**src/core/dprpg_defines.svh**
```systemverilog
`ifndef DPRPG_DEFINES_SVH
`define DPRPG_DEFINES_SVH

// register indices; byte address is four times the index
`define DPRPG_IDX_CTRL0   8'h30
`define DPRPG_IDX_CTRL1   8'h31
`define DPRPG_IDX_LO0     8'h32
`define DPRPG_IDX_HI0     8'h33
`define DPRPG_IDX_LO1     8'h34
`define DPRPG_IDX_HI1     8'h35
`define DPRPG_IDX_COUNT   8'h36
`define DPRPG_ADDR_LSB    2

// control field positions, within the low byte of each control word
`define DPRPG_B_RUN       7
`define DPRPG_B_CSEL1     6
`define DPRPG_B_PIN       5
`define DPRPG_B_IRQ       4
`define DPRPG_B_FLAG      3
`define DPRPG_B_SEL_HI    2
`define DPRPG_B_SEL_LO    1
`define DPRPG_B_RSV       0

// clock select and mode codes
`define DPRPG_CS_CLK      2'b00
`define DPRPG_CS_DIV4     2'b01
`define DPRPG_CS_DIV16    2'b10
`define DPRPG_CS_TB       2'b11
`define DPRPG_MD_INDEP    2'b00
`define DPRPG_MD_PRESC    2'b01
`define DPRPG_MD_WIDE     2'b11

// divider taps and counter values
`define DPRPG_DIV4_END    4'h3
`define DPRPG_DIV16_END   4'hf
`define DPRPG_DIV_STEP    4'h1
`define DPRPG_CNT_ZERO    8'h00
`define DPRPG_CNT_WRAP    8'hff
`define DPRPG_CNT_STEP    8'h01

// reset values
`define DPRPG_RST_BYTE    8'h00
`define DPRPG_RST_WORD    32'h0000_0000
`define DPRPG_RST_SEL     2'b00

`endif

```
**src/core/dprpg_pkg.sv**
```systemverilog
`default_nettype none
`include "dprpg_defines.svh"

package dprpg_pkg;

    // per-channel drive from the top into a counter engine
    typedef struct packed {
        logic       run;
        logic       tick;
        logic       reload_now;
        logic [7:0] lo;
        logic [7:0] hi;
    } dprpg_chcfg_t;

    // counter engine state
    typedef struct packed {
        logic       active;
        logic       level;
        logic [7:0] cnt;
    } dprpg_chst_t;

    // control fields of one channel
    typedef struct packed {
        logic       run;
        logic       csel1;
        logic       pin;
        logic       irq;
        logic       flag;
        logic [1:0] sel;
    } dprpg_ctrl_t;

    // whole state of the top module
    typedef struct packed {
        logic [3:0]  div;
        dprpg_ctrl_t c0;
        dprpg_ctrl_t c1;
        logic [1:0]  mode;
        logic [7:0]  lo0;
        logic [7:0]  hi0;
        logic [7:0]  lo1;
        logic [7:0]  hi1;
        logic        pready;
        logic        pslverr;
        logic [31:0] prdata;
        logic        out_a;
        logic        out_b;
        logic        oe_a;
        logic        oe_b;
        logic        irq0;
        logic        irq1;
    } dprpg_st_t;

endpackage

`default_nettype wire

```
**src/core/dprpg_chan.sv**
```systemverilog
`timescale 1ns/1ps
`default_nettype none
`include "dprpg_defines.svh"

module dprpg_chan
    import dprpg_pkg::*;
(
    input  wire logic         clk_i,
    input  wire logic         rst_b_i,
    input  wire dprpg_chcfg_t cfg_i,
    output logic              borrow_o,
    output logic              level_o,
    output logic [7:0]        cnt_o
);

    dprpg_chst_t st_r;
    dprpg_chst_t st_nxt;

    // ****************************************
    // counter engine
    // ****************************************

    // next state; borrow is a same-cycle pulse so a cascaded channel sees it at once
    always_comb begin
        st_nxt   = st_r;
        borrow_o = 1'b0;
        if (!cfg_i.run) begin
            st_nxt.active = 1'b0;
            st_nxt.level  = 1'b0;
        end else if (!st_r.active) begin
            st_nxt.active = 1'b1;
            st_nxt.level  = 1'b0;
            st_nxt.cnt    = cfg_i.lo;
        end else if (cfg_i.tick) begin
            if (st_r.cnt == `DPRPG_CNT_ZERO) begin
                borrow_o = 1'b1;
                if (cfg_i.reload_now) begin
                    st_nxt.level = ~st_r.level;
                    st_nxt.cnt   = st_r.level ? cfg_i.lo : cfg_i.hi;
                end else begin
                    // low byte of a joined counter just wraps
                    st_nxt.cnt = `DPRPG_CNT_WRAP;
                end
            end else begin
                // value plus one ticks per phase
                st_nxt.cnt = st_r.cnt - `DPRPG_CNT_STEP;
            end
        end
    end

    // state register
    always_ff @(posedge clk_i or negedge rst_b_i) begin
        if (!rst_b_i) begin
            st_r <= '0;
        end else begin
            st_r <= st_nxt;
        end
    end

    assign level_o = st_r.level;
    assign cnt_o   = st_r.cnt;

endmodule

`default_nettype wire

```
**src/core/dprpg_top.sv**
```systemverilog
`timescale 1ns/1ps
`default_nettype none
`include "dprpg_defines.svh"

module dprpg_top
    import dprpg_pkg::*;
(
    input  wire logic        CLK_I,
    input  wire logic        RST_B_I,
    input  wire logic        PSEL_I,
    input  wire logic        PENABLE_I,
    input  wire logic        PWRITE_I,
    input  wire logic [9:0]  PADDR_I,
    input  wire logic [31:0] PWDATA_I,
    output logic [31:0]      PRDATA_O,
    output logic             PREADY_O,
    output logic             PSLVERR_O,
    input  wire logic        TB_TICK_I,
    output logic             PULSE_OUT_A_O,
    output logic             PULSE_OE_A_O,
    output logic             PULSE_OUT_B_O,
    output logic             PULSE_OE_B_O,
    output logic             IRQ_CH0_O,
    output logic             IRQ_CH1_O
);

    dprpg_st_t    st_r;
    dprpg_st_t    st_nxt;
    dprpg_chcfg_t cfg [2];
    logic [1:0]   borrow;
    logic [1:0]   level;
    logic [7:0]   cnt [2];
    logic         tick0;
    logic         tick1;
    logic         wide;
    logic         presc;
    logic         wr_acc;
    logic         rd_setup;
    logic [7:0]   idx;
    logic         set0;
    logic         set1;

    // ****************************************
    // count clock selection
    // ****************************************

    // mode decode; the reserved code falls back to independent channels
    // mode decode
    assign wide  = (st_r.mode == `DPRPG_MD_WIDE);
    assign presc = (st_r.mode == `DPRPG_MD_PRESC);

    // channel 0 tick from a free divider; the divider is never reset by
    // software, so the first prescaled tick after a start may come early
    // channel 0 clock
    always_comb begin
        case (st_r.c0.sel)
            `DPRPG_CS_CLK: begin
                tick0 = 1'b1;
            end
            `DPRPG_CS_DIV4: begin
                tick0 = (st_r.div[1:0] == `DPRPG_DIV4_END);
            end
            `DPRPG_CS_DIV16: begin
                tick0 = (st_r.div == `DPRPG_DIV16_END);
            end
            `DPRPG_CS_TB: begin
                tick0 = TB_TICK_I;
            end
            default: begin
                tick0 = 1'b0;
            end
        endcase
    end

    // channel 1 tick
    always_comb begin
        if (wide || presc) begin
            tick1 = borrow[0];
        end else begin
            tick1 = st_r.c1.csel1 ? TB_TICK_I : 1'b1;
        end
    end

    // ****************************************
    // channel engines
    // ****************************************

    // channel drive; in 16-bit mode channel 0 only reloads on the joint zero
    // joined reload values
    always_comb begin
        cfg[0].run        = st_r.c0.run;
        cfg[0].tick       = tick0;
        cfg[0].reload_now = wide ? (cnt[1] == `DPRPG_CNT_ZERO) : 1'b1;
        cfg[0].lo         = st_r.lo0;
        cfg[0].hi         = st_r.hi0;
        cfg[1].run        = st_r.c1.run;
        cfg[1].tick       = tick1;
        cfg[1].reload_now = 1'b1;
        cfg[1].lo         = st_r.lo1;
        cfg[1].hi         = st_r.hi1;
    end

    genvar gi;
    generate
        for (gi = 0; gi < 2; gi = gi + 1) begin : g_ch
            dprpg_chan u_chan (
                .clk_i    (CLK_I),
                .rst_b_i  (RST_B_I),
                .cfg_i    (cfg[gi]),
                .borrow_o (borrow[gi]),
                .level_o  (level[gi]),
                .cnt_o    (cnt[gi])
            );
        end
    endgenerate

    // wrap events feeding the flags
    always_comb begin
        if (wide) begin
            set0 = borrow[1];
            set1 = borrow[1];
        end else begin
            set0 = borrow[0];
            set1 = borrow[1];
        end
    end

    // ****************************************
    // apb slave and next state
    // ****************************************

    // zero wait states: answer is prepared in the setup cycle
    assign idx      = PADDR_I[9:`DPRPG_ADDR_LSB];
    assign rd_setup = PSEL_I && !PENABLE_I;
    assign wr_acc   = PSEL_I && PENABLE_I && st_r.pready && PWRITE_I;

    always_comb begin
        st_nxt        = st_r;
        st_nxt.div    = st_r.div + `DPRPG_DIV_STEP;
        st_nxt.pready = rd_setup;
        // flags: set wins over a clearing write
        st_nxt.c0.flag = set0 | st_r.c0.flag;
        st_nxt.c1.flag = set1 | st_r.c1.flag;
        if (rd_setup) begin
            st_nxt.prdata  = `DPRPG_RST_WORD;
            st_nxt.pslverr = 1'b0;
            case (idx)
                `DPRPG_IDX_CTRL0: begin
                    st_nxt.prdata[`DPRPG_B_RUN]    = st_r.c0.run;
                    st_nxt.prdata[`DPRPG_B_PIN]    = st_r.c0.pin;
                    st_nxt.prdata[`DPRPG_B_IRQ]    = st_r.c0.irq;
                    st_nxt.prdata[`DPRPG_B_FLAG]   = st_r.c0.flag;
                    st_nxt.prdata[`DPRPG_B_SEL_HI] = st_r.c0.sel[1];
                    st_nxt.prdata[`DPRPG_B_SEL_LO] = st_r.c0.sel[0];
                    st_nxt.prdata[`DPRPG_B_RSV]    = 1'b1;
                end
                `DPRPG_IDX_CTRL1: begin
                    st_nxt.prdata[`DPRPG_B_RUN]    = st_r.c1.run;
                    st_nxt.prdata[`DPRPG_B_CSEL1]  = st_r.c1.csel1;
                    st_nxt.prdata[`DPRPG_B_PIN]    = st_r.c1.pin;
                    st_nxt.prdata[`DPRPG_B_IRQ]    = st_r.c1.irq;
                    st_nxt.prdata[`DPRPG_B_FLAG]   = st_r.c1.flag;
                    st_nxt.prdata[`DPRPG_B_SEL_HI] = st_r.mode[1];
                    st_nxt.prdata[`DPRPG_B_SEL_LO] = st_r.mode[0];
                    st_nxt.prdata[`DPRPG_B_RSV]    = 1'b1;
                end
                `DPRPG_IDX_LO0: begin
                    st_nxt.prdata[7:0] = st_r.lo0;
                end
                `DPRPG_IDX_HI0: begin
                    st_nxt.prdata[7:0] = st_r.hi0;
                end
                `DPRPG_IDX_LO1: begin
                    st_nxt.prdata[7:0] = st_r.lo1;
                end
                `DPRPG_IDX_HI1: begin
                    st_nxt.prdata[7:0] = st_r.hi1;
                end
                `DPRPG_IDX_COUNT: begin
                    st_nxt.prdata[15:0] = {cnt[1], cnt[0]};
                end
                default: begin
                    st_nxt.pslverr = 1'b1;
                end
            endcase
        end
        if (wr_acc) begin
            case (idx)
                `DPRPG_IDX_CTRL0: begin
                    st_nxt.c0.run = PWDATA_I[`DPRPG_B_RUN];
                    st_nxt.c0.pin = PWDATA_I[`DPRPG_B_PIN];
                    st_nxt.c0.irq = PWDATA_I[`DPRPG_B_IRQ];
                    st_nxt.c0.sel = PWDATA_I[`DPRPG_B_SEL_HI:`DPRPG_B_SEL_LO];
                    st_nxt.c0.flag = set0 | (st_r.c0.flag & PWDATA_I[`DPRPG_B_FLAG]);
                end
                `DPRPG_IDX_CTRL1: begin
                    st_nxt.c1.run   = PWDATA_I[`DPRPG_B_RUN];
                    st_nxt.c1.csel1 = PWDATA_I[`DPRPG_B_CSEL1];
                    st_nxt.c1.pin   = PWDATA_I[`DPRPG_B_PIN];
                    st_nxt.c1.irq   = PWDATA_I[`DPRPG_B_IRQ];
                    st_nxt.mode     = PWDATA_I[`DPRPG_B_SEL_HI:`DPRPG_B_SEL_LO];
                    st_nxt.c1.flag  = set1 | (st_r.c1.flag & PWDATA_I[`DPRPG_B_FLAG]);
                end
                `DPRPG_IDX_LO0: begin
                    st_nxt.lo0 = PWDATA_I[7:0];
                end
                `DPRPG_IDX_HI0: begin
                    st_nxt.hi0 = PWDATA_I[7:0];
                end
                `DPRPG_IDX_LO1: begin
                    st_nxt.lo1 = PWDATA_I[7:0];
                end
                `DPRPG_IDX_HI1: begin
                    st_nxt.hi1 = PWDATA_I[7:0];
                end
                default: begin
                    st_nxt.lo0 = st_r.lo0;
                end
            endcase
        end
        st_nxt.out_a = wide ? level[1] : level[0];
        st_nxt.out_b = level[1];
        st_nxt.oe_a = st_r.c0.pin;
        st_nxt.oe_b = st_r.c1.pin;
        st_nxt.irq0 = st_r.c0.flag & st_r.c0.irq;
        st_nxt.irq1 = st_r.c1.flag & st_r.c1.irq;
    end

    // ****************************************
    // state register
    // ****************************************

    always_ff @(posedge CLK_I or negedge RST_B_I) begin
        if (!RST_B_I) begin
            st_r <= '0;
        end else begin
            st_r <= st_nxt;
        end
    end

    // outputs straight from the state register
    assign PRDATA_O      = st_r.prdata;
    assign PREADY_O      = st_r.pready;
    assign PSLVERR_O     = st_r.pslverr;
    assign PULSE_OUT_A_O = st_r.out_a;
    assign PULSE_OE_A_O  = st_r.oe_a;
    assign PULSE_OUT_B_O = st_r.out_b;
    assign PULSE_OE_B_O  = st_r.oe_b;
    assign IRQ_CH0_O     = st_r.irq0;
    assign IRQ_CH1_O     = st_r.irq1;

endmodule

`default_nettype wire

```
**config.mk**
```make
export PLATFORM = sky130hd
export DESIGN_NAME = dprpg_top
export DESIGN_NICKNAME = d
export VERILOG_FILES = /design/src/core/dprpg_pkg.sv /design/src/core/dprpg_chan.sv /design/src/core/dprpg_top.sv
export VERILOG_INCLUDE_DIRS = /design/src /design/src/core
export SDC_FILE = /design/constraint.sdc
export NUM_CORES = 1
export LEC_CHECK = 0
export BUFFER_PORTS_ARGS = -buffer_cell sky130_fd_sc_hd__buf_2
export CORE_ASPECT_RATIO = 0.75
export CORE_UTILIZATION = 56
export CTS_CLUSTER_SIZE = 28
export DETAILED_ROUTE_END_ITERATION = 10
export PLACE_DENSITY = 0.85
export REMOVE_ABC_BUFFERS = 1
export SLEW_MARGIN = 30
export SYNTH_ARGS = -nofsm -noshare
export SYNTH_HDL_FRONTEND = slang
export SYNTH_SLANG_ARGS = --single-unit
```
**constraint.sdc**
```tcl
create_clock -name CLK_I -period 3.33 [get_ports CLK_I]
set_clock_uncertainty 0.15 [all_clocks]
set_input_delay 0.666 -clock CLK_I [delete_from_list [all_inputs] [get_ports CLK_I]]
set_output_delay 0.666 -clock CLK_I [all_outputs]
set_load 0.02 [all_outputs]
```
Yosys cells after proc, flatten, opt, wreduce, memory -nomap -nowiden --
Index checks and enable logic that the tools add are counted.
Operators by class: equal/unequal tests 21, bitwise operators 10, $add $sub $neg 3, reduce and logical (&&, ||, !) cells 20, multiplexer cells 36
Operators by type and width (count):
- == test 8 x 6 -> 1 bit (second input constant) | 7
- 2-to-1 mux 8 bit | 7
- one-hot mux 6 bit (7 select lines) | 1
- 2-to-1 mux 9 bit | 4
- AND reduction 2 bit | 9
- 2-to-1 mux 1 bit | 17
- zero test 8 bit | 2
- subtractor 8 x 1 -> 8 bit (second input constant) | 2
- inequality test 3 bit (second input constant) | 5
- == test 2 bit (second input constant) | 4
- one-hot mux 1 bit (7 select lines) | 1
- OR reduction 7 bit | 1
- one-hot mux 1 bit (6 select lines) | 1
- 2-to-1 mux 5 bit | 1
- adder 4 x 1 -> 4 bit (second input constant) | 1
- bitwise AND 1 bit | 4
- == test 2 x 1 -> 1 bit (second input constant) | 2
- == test 4 bit (second input constant) | 1
- logical AND 1 bit | 4
- 2-to-1 mux 2 bit | 2
- inequality test 2 bit (second input constant) | 2
- OR 1 bit | 4
- one-hot mux 1 bit (4 select lines) | 1
- 2-to-1 mux 3 bit | 1
- other kinds (5) | 6
Word-level totals: bits in registers 93, input bits 48

Longest topological paths before layout --
Gate-level depths: netlist of the first run.
depth in word-level cells 13, mapped depth 10, gate-level depth less buffers 8

Modules after synthesis --
From an unflattened synthesis of the first run, not the netlist that was laid out.
Second synthesis, totals: cell total of the unflattened synthesis 467, area, all modules 5270.1 um2
By module, submodules not included:
- dprpg_top | instances 1, area each 3573.4 um2, cells an instance 275
- dprpg_chan | instances 2, area each 848.3 um2, cells an instance 96

Least setup slack after synthesis of the first run --
Ideal clock, no wire load.
kind in2reg, start input port PADDR_I[5], end register st_r, in the netlist cfg[10], stages 5, arrival time 2374 ps, data required time 3052 ps, setup slack 679 ps, library setup time 128 ps, cell sequence or4_1 -> or3_1 -> or3_1 -> buf_2 -> mux2_1
On the way: cells in the longest elaborated chain, start to end 2
Ends and longest elaborated chain:
- from (decl) | line dprpg_top.sv:13 | input wire logic [9:0] PADDR_I,
- == test 8 x 6 -> 1 bit | line dprpg_top.sv:188 | case (idx)
- AND reduction 2 bit (no source line)
- to (signal assigned) | line dprpg_top.sv:237 | st_r <= st_nxt;
- to (decl) | line dprpg_top.sv:27 | dprpg_st_t st_r;
No other way between the ends. A chain may end at the register's enable or synchronous reset.

Final worst setup path of the first run --
start register g_ch[0].u_chan.st_r, in the netlist g_ch[0].u_chan.cnt_o[0], end register g_ch[0].u_chan.st_r, in the netlist g_ch[0].u_chan.cnt_o[3]
On the way: cells in the longest elaborated chain, start to end 4
Ends and longest elaborated chain:
- from (decl) | line dprpg_chan.sv:16 | dprpg_chst_t st_r;
- from (signal assigned) | line dprpg_chan.sv:56 | st_r <= st_nxt;
- subtractor 8 x 1 -> 8 bit (no source line) / zero test 8 bit (equally long branches)
- 2-to-1 mux 8 bit (*) | line dprpg_chan.sv:35 | if (st_r.cnt == `DPRPG_CNT_ZERO) begin
- 2-to-1 mux 9 bit (*) | line dprpg_chan.sv:34 | end else if (cfg_i.tick) begin
- 2-to-1 mux 9 bit (*) | line dprpg_chan.sv:30 | end else if (!st_r.active) begin
Mark *: on every way between the ends. The rest lies on a longest branch, timed or not. The select of a mux whose other input is x is not followed.

==> results of run 1 <==
## per-stage QoR
step / worst slack (ns) / std cells / instance area, µm² / hold WS, ns / power, mW
after floorplan: 0.630 / 416 / 4560 / 0.214 / 1.23
after global placement: 0.426 / 575 / 4980 / 0.226 / 1.30
after detailed placement: 0.343 / 575 / 4980 / 0.232 / 1.31
after CTS: 0.435 / 591 / 5290 / 0.247 / 2.34
after global routing: 0.227 / 591 / 5290 / 0.261 / 2.41
final: 0.410 / 591 / 5290 / 0.235 / 2.33
## layout by cell type (no fill, tap or decap), types with 3 or more instances in the layout
| master | Yosys | layout |
|---|---|---|
| sky130_fd_sc_hd__conb_1 | 1 | 16 |
| sky130_fd_sc_hd__a22o_1 | 14 | 14 |
| sky130_fd_sc_hd__a22oi_1 | 3 | 3 |
| sky130_fd_sc_hd__nor2b_1 | 5 | 5 |
| sky130_fd_sc_hd__nor3_1 | 5 | 5 |
| sky130_fd_sc_hd__a31oi_1 | 9 | 9 |
| sky130_fd_sc_hd__inv_1 | 15 | 15 |
| sky130_fd_sc_hd__buf_2 | 3 | 44 |
| sky130_fd_sc_hd__clkbuf_16 | 0 | 9 |
| sky130_fd_sc_hd__ha_1 | 3 | 3 |
| sky130_fd_sc_hd__o22ai_1 | 5 | 5 |
| sky130_fd_sc_hd__or3_1 | 4 | 4 |
| sky130_fd_sc_hd__buf_4 | 32 | 10 |
| sky130_fd_sc_hd__a211oi_1 | 3 | 3 |
| sky130_fd_sc_hd__mux2_2 | 37 | 37 |
| sky130_fd_sc_hd__nand3_1 | 10 | 10 |
| sky130_fd_sc_hd__o21ai_1 | 8 | 8 |
| sky130_fd_sc_hd__a21oi_1 | 24 | 24 |
| sky130_fd_sc_hd__nand4_1 | 3 | 3 |
| sky130_fd_sc_hd__mux2_1 | 10 | 10 |
| sky130_fd_sc_hd__o31ai_1 | 3 | 3 |
| sky130_fd_sc_hd__xor2_1 | 4 | 4 |
| sky130_fd_sc_hd__mux4_2 | 4 | 4 |
| sky130_fd_sc_hd__and2_1 | 3 | 3 |
| sky130_fd_sc_hd__mux2i_1 | 15 | 15 |
| sky130_fd_sc_hd__o21ai_0 | 25 | 25 |
| sky130_fd_sc_hd__a21o_1 | 3 | 3 |
| sky130_fd_sc_hd__nor2_1 | 30 | 30 |
| sky130_fd_sc_hd__dfrtp_1 | 93 | 93 |
| sky130_fd_sc_hd__nand2_1 | 30 | 30 |
## power by group
| group | switching (mW) | internal (mW) |
|---|---|---|
| clock network | 0.434 | 0.604 |
| logic | 0.102 | 0.0402 |
| registers | 0.00916 | 1.14 |
## synthesized netlist by cell type (all sizes together), types with 2 or more instances
cell | number | share of area (%)
a22oi | 3 | 0.47
xor2 | 4 | 0.73
a22o | 14 | 2.5
nor2 | 31 | 2.5
nor2b | 5 | 0.65
mux2 | 47 | 11
a21oi | 24 | 2.5
or4b | 2 | 0.49
a221oi | 2 | 0.36
and2 | 3 | 0.39
inv | 15 | 1.2
o31ai | 3 | 0.47
nand2b | 2 | 0.26
or2 | 3 | 0.39
o211ai | 2 | 0.31
o22ai | 5 | 0.65
a31oi | 9 | 1.2
buf | 38 | 5.7
nand2 | 30 | 2.3
or3 | 4 | 0.52
ha | 3 | 0.78
mux4 | 4 | 1.9
mux2i | 15 | 3.1
a2bb2oi | 2 | 0.36
dfrtp | 93 | 48
a221o | 2 | 0.41
nor3 | 5 | 0.52
nor4 | 2 | 0.26
nand4 | 3 | 0.39
a21o | 3 | 0.47
a211oi | 4 | 0.88
nand3 | 10 | 1.0
o21ai | 33 | 3.4
or4 | 2 | 0.31
clkbuf | 13 | 1.0
## routing by layer
metal | GRT usage (%) | wire length (µm) | share of wire (%)
met5 | 0 | 0 | 0
met4 | 6.93 | 133 | 1.2
met3 | 8.71 | 1010 | 8.8
met2 | 42.1 | 5300 | 46
met1 | 39.5 | 5040 | 44
## final cells by class
cell class | instances | share of cell area [%]
flip-flops and latches | 93 | 44.0
repair buffers | 54 | 5.58
clock inverters | 5 | 1.14
clock buffers | 11 | 4.59
multi-input cells | 308 | 41.1
inverters | 15 | 1.06
well taps | 105 | 2.48
## flip-flops by register name (all words and copies together) (netlist names), 2 cells and up
name                 flops
cfg                     34
st_nxt                   2
st_r                    13
g_ch.u_chan.cnt_o       16
g_ch.u_chan.st_r         2
PRDATA_O                16
g_ch.u_chan.level_o      2
## worst max-delay path by stage
| stage | start | end | slack (ns) | cells past startpoint |
|---|---|---|---|---|
| after floorplan | g_ch[0].u_chan.cnt_o[0]$_DFFE_PN0P_ | g_ch[1].u_chan.cnt_o[3]$_DFFE_PN0P_ | 0.63 | 8 |
| after global placement | PADDR_I[5] | cfg[2]$_DFFE_PN0P_ | 0.43 | 5 |
| after detailed placement | PADDR_I[5] | cfg[14]$_DFFE_PN0P_ | 0.34 | 5 |
| after CTS | g_ch[0].u_chan.cnt_o[0]$_DFFE_PN0P_ | g_ch[0].u_chan.level_o$_DFFE_PN0P_ | 0.43 | 8 |
| after global routing | g_ch[1].u_chan.cnt_o[0]$_DFFE_PN0P_ | g_ch[1].u_chan.cnt_o[3]$_DFFE_PN0P_ | 0.23 | 8 |
| final | g_ch[0].u_chan.cnt_o[0]$_DFFE_PN0P_ | g_ch[0].u_chan.cnt_o[3]$_DFFE_PN0P_ | 0.41 | 8 |
## kinds of logic after synthesis
group	synth area share, %
and+or+nand+nor	10.8
adders and majority gates	0.778
other	0.0777
DFF	48.2
AOI/OAI and AO/OA	15.4
xor gates and xnor gates	0.908
buffers and inverters	7.86
muxes	15.9
## worst max-delay path: stages, from the launching register on
cell and delay, ns:
sky130_fd_sc_hd__dfrtp_1 0.45, sky130_fd_sc_hd__inv_1 0.08, sky130_fd_sc_hd__ha_1 0.24, sky130_fd_sc_hd__or4b_4 0.51, sky130_fd_sc_hd__or2_1 0.38, sky130_fd_sc_hd__nor2_1 0.50, sky130_fd_sc_hd__o21ai_0 0.19, sky130_fd_sc_hd__a22oi_1 0.20
sky130_fd_sc_hd__o21ai_1 0.09
==> flow_summary_export.csv, run 1 <==
group,metric,value,unit
cells_and_area,nets,532,
clock_network,ctsHtreeMaxLevel,3,
global_routing,initial_antenna_violation_count,0,
cells_and_area,fillCellCount,635,
global_routing,number_of_global_route_vias_before_repair,3489,
global_routing,overflow,0,
critical_path,worstPathArrival,3.00,ns
die,initial_utilization,59.4,%
logic_synthesis,netlist-cell-type-count,57,
pwr,power_per_standard_cell_area,440,nW/µm²
detailed_routing,drcViolationCount,0,
cells_and_area,post_route_core_utilization,65.1,%
global_routing,groute.usage.overall,27.9,%
clock_network,cts_buffer_depth,2,
clock_network,cts.sinks,93,
critical_path,worst_r2r_path_depth,8,
global_routing,grt_pass1_wl,18400,µm
sta,max_freq,342,MHz
critical_path,ff2ff_setup_slack,0.41,ns
cells_and_area,insertedDiodeCount,0,
sta,setup-violations-final,0,
detailed_routing,detail-route-antenna-nets,0,
placed_design,port_buffers,45,
cells_and_area,area_growth,9.60,%
logic_synthesis,synth-main-ff-cell,"sky130_fd_sc_hd__dfrtp_1",
pwr,power.leakage,2.58,nW
die,die_area,8990,µm²
critical_path,crit_type,"flop to flop",
detailed_routing,detailedRoute.firstPassIterationCount,6,
die,coreArea,8130,µm²
sta,sum_neg_setup_slack,0,ns
logic_synthesis,synth_edf_count,0,
clock_network,post_cts_hold_buffer_count,0,
detailed_routing,route.detailed.wl_per_inst,19.4,µm
clock_network,cts_made_buffers,9,
sta,period_minus_slack,2.92,ns
critical_path,crit_required,3.41,ns
logic_synthesis,synth_seq_area_share,48.2,%
logic_synthesis,synthesis.area_per_instance,10.7,µm²
cells_and_area,multiInputGateArea,2170,µm²
die,die_outline_height,82.4,µm
sta,rsz0062_at_grt,"no",
logic_synthesis,postSynthRegisterBits,93,
sta,post-route-period-util,87.7,%
critical_path,regToRegEndpoint,"g_ch[0].u_chan.cnt_o[3]$_DFFE_PN0P_",
clock_network,clock-root-buffer,"sky130_fd_sc_hd__clkbuf_16",
die,chipWidth,109,µm
clock_network,cts_tree,"built",
pwr,worst_ir_drop_vdd,0.411,mV
cells_and_area,layout-drive-gt1-share,23.9,%
logic_synthesis,synth_cells,452,
detailed_routing,drt_iter0_drc,336,
logic_synthesis,ys_async_sr_fraction,100,%
detailed_routing,routed_via_density,6.28,
logic_synthesis,synthesized_cell_area,4820,µm²
critical_path,crit_path_max_fanout,7,
worst_hold_path,holdCritPathClass,"input port to asynchronous set/reset pin",
die,floorplan.rows,28,
run,cap_viol_max_count,0,
global_routing,grt_max_degree,60,
detailed_routing,route.vias.total,3713,
die,pin_count,88,
placed_design,routabilityCongestion,0.905,
detailed_routing,wirelength,11500,µm
critical_path,timing.critical_path.to_type,"flop",
outcome,result_of_the_run,"completed",
logic_synthesis,synth.yosys.warnings,0,
clock_network,cts_setup_buffers,0,
sta,tightest_slew,0.752,ns
critical_path,critPathLaunchType,"flop",
clock_network,post_cts.resized_instances,0,
sta,slew_headroom,49.8,%
clock_network,clock_latency,0.35,ns
sta,finalMaxSlewViolations,0,
placed_design,detailedPlacementHpwl,8010,µm
clock_network,worst_setup_hold_path_clk_slew,0.06,ns
sta,timing_hold_violations_final,0,
critical_path,worstReg2RegStart,"g_ch[0].u_chan.cnt_o[0]$_DFFE_PN0P_",
cells_and_area,area_taken_by_flip_flops_and_latches,2330,µm²
No activity file was read; power rests on OpenSTA's default activity.
==> inputs of run 2 (changes only) <==
CORE_UTILIZATION = 30   (was 56)
PLACE_DENSITY = 0.53   (was 0.85)
clock period = 3.44 ns   (was 3.33 ns; I/O delays follow)
==> run 2 against run 1 <==
Register-to-register slack about the same; flip-flop and latch count unchanged; clock-buffer cell count unchanged; clock power up 13%; core utilization down 30 points; total power up 4.3%; global-route usage down 13 points; critical path type unchanged; largest cell class unchanged.
==> flow_summary_export.csv, run 2 (synthesis gave the netlist of run 1 again) <==
group,metric,value,unit
cells_and_area,layout-drive-gt1-share,23.9,%
critical_path,worst-path-buf-inv,2,
critical_path,worst_path_dominant_cell_family,"simple AND/OR/NAND/NOR gates",
sta,finalMaxSlewViolations,0,
die,chipWidth,148,µm
clock_network,cts_buffer_depth,2,
clock_network,post_cts.resized_instances,0,
pwr,power.leakage,2.61,nW
placed_design,detailedPlacementHpwl,8710,µm
cells_and_area,largest_register_ffs,34,
clock_network,cts_setup_buffers,0,
pwr,worst_ir_drop_vdd,0.267,mV
global_routing,groute.usage.overall,15.3,%
die,coreArea,15500,µm²
detailed_routing,detail-route-antenna-nets,0,
cells_and_area,instances_no_fill,690,
die,die_outline_height,112,µm
cells_and_area,insertedDiodeCount,0,
sta,sum_neg_setup_slack,0,ns
critical_path,crit_required,3.51,ns
sta,post-route-period-util,87.8,%
pwr,switching_share,22.0,%
placed_design,placement.setup.worst_slack,0.432,ns
cells_and_area,fillCellCount,1542,
cells_and_area,commonest_non_fill_non_tap_cells_in_the_layout,"sky130_fd_sc_hd__dfrtp_1 (93), sky130_fd_sc_hd__buf_2 (44), sky130_fd_sc_hd__mux2_2 (37), sky130_fd_sc_hd__nand2_1 (30), sky130_fd_sc_hd__nor2_1 (30)",
pwr,clkPwrFrac,48.5,%
placed_design,routabilityCongestion,0.829,
pwr,power.net_switching,0.534,mW
pwr,power_per_standard_cell_area,443,nW/µm²
sta,rsz0062_at_grt,"no",
detailed_routing,route.vias.total,3481,
die,floorplan.rows,39,
sta,setup-violations-final,0,
clock_network,cts.sinks,93,
cells_and_area,area_growth,13.5,%
critical_path,worstPathArrival,3.09,ns
global_routing,grt_pass1_wl,18900,µm
sta,tightest_slew,0.771,ns
placed_design,dpl-instance-area,5110,µm²
die,pin_count,88,
critical_path,worst_path_largest_cell_delay,0.51,ns
critical_path,critPathLaunchType,"flop",
critical_path,crit_path_max_fanout,9,
sta,slew_headroom,48.2,%
clock_network,clock_latency,0.35,ns
run,cap_viol_max_count,0,
sta,layout_setup_ws,0.419,ns
detailed_routing,wirelength,11800,µm
cells_and_area,multiInputGateArea,2170,µm²
clock_network,clock-root-buffer,"sky130_fd_sc_hd__clkbuf_16",
die,die_area,16600,µm²
clock_network,worst_setup_hold_path_clk_slew,0.07,ns
detailed_routing,route.detailed.wl_per_inst,17.2,µm
outcome,result_of_the_run,"completed",
global_routing,number_of_global_route_vias_before_repair,3350,
cells_and_area,area_taken_by_flip_flops_and_latches,2330,µm²
detailed_routing,drt_iter0_drc,325,
cells_and_area,finish.instance_area,5470,µm²
sta,timing_hold_violations_final,0,
cells_and_area,post_route_core_utilization,35.4,%
placed_design,placed_cells,674,
critical_path,timing.critical_path.to_type,"flop",
pwr,seq_power_share,45.7,%
pwr,total_power_of_the_final_layout,2.43,mW
clock_network,cts_tree,"built",
sta,hold-worst-slack,0.257,ns
global_routing,initial_antenna_violation_count,0,
placed_design,port_buffers,45,
critical_path,critical_path.cell_chain,"inv_1, ha_1, or4b_4, or2_1, a211oi_4, o31ai_1, buf_4, a211oi_1, a21oi_1",
detailed_routing,routed_via_density,5.04,
sta,max_freq,331,MHz
cells_and_area,mostFrequentLayoutCell,"sky130_fd_sc_hd__dfrtp_1",
cells_and_area,nets,531,
global_routing,grt_max_degree,60,
critical_path,crit_type,"flop to flop",
clock_network,post_cts_hold_buffer_count,0,
clock_network,ctsHtreeMaxLevel,3,
detailed_routing,detailedRoute.firstPassIterationCount,4,
sta,period_minus_slack,3.02,ns
pwr,pwr-share-comb,5.8,%
pwr,cellInternalPower,1.89,mW
worst_hold_path,holdCritPathClass,"input port to asynchronous set/reset pin",
die,initial_utilization,31.2,%
detailed_routing,drcViolationCount,0,
critical_path,slowest_stage_cell_on_the_critical_path,"sky130_fd_sc_hd__or4b_4",
global_routing,overflow,0,
clock_network,cts_made_buffers,9,
-- run 2: cell type report --
cell class	instances	share of cell area [%]
multi-input combinational	308	39.7
clock inverter	5	1.94
sequential	93	42.5
tap	205	4.69
inverter	15	1.03
clock buffer	11	4.62
timing repair buffer	53	5.49
-- run 2: path summary, 6_finish.rpt --
path	from	endpoint	cells past startpoint	slack [ns]
worst max-delay path	g_ch[0].u_chan.cnt_o[0]$_DFFE_PN0P_	g_ch[1].u_chan.cnt_o[7]$_DFFE_PN0P_	9	0.42
min in group CLK_I	st_nxt[2]$_DFFE_PN0P_	PULSE_OE_B_O$_DFF_PN0_	0	0.26
worst min register to register	st_nxt[2]$_DFFE_PN0P_	PULSE_OE_B_O$_DFF_PN0_	0	0.26
worst min-delay path	RST_B_I	PULSE_OE_A_O$_DFF_PN0_	1	0.26
max in group asynchronous	RST_B_I	cfg[2]$_DFFE_PN0P_	2	2.22
worst max register to register	g_ch[0].u_chan.cnt_o[0]$_DFFE_PN0P_	g_ch[1].u_chan.cnt_o[7]$_DFFE_PN0P_	9	0.42
-- run 2: power groups by stage --
stage	logic [mW]	clock network [mW]	registers (mW)
CTS	0.141	1.20	1.11
floorplan	0.0590	0	1.13
global placement	0.139	0	1.13
detailed placement	0.141	0	1.13
finish	0.140	1.18	1.11
global route	0.157	1.26	1.11
-- run 2: metal layers --
layer	track usage (%)	vias to the layer above	share of wire [%]
met1	23.6	1727	52
li1	-	1644	-
met5	0	-	0
met2	20.0	102	39
met4	4.47	0	0.96
met3	4.47	8	7.6
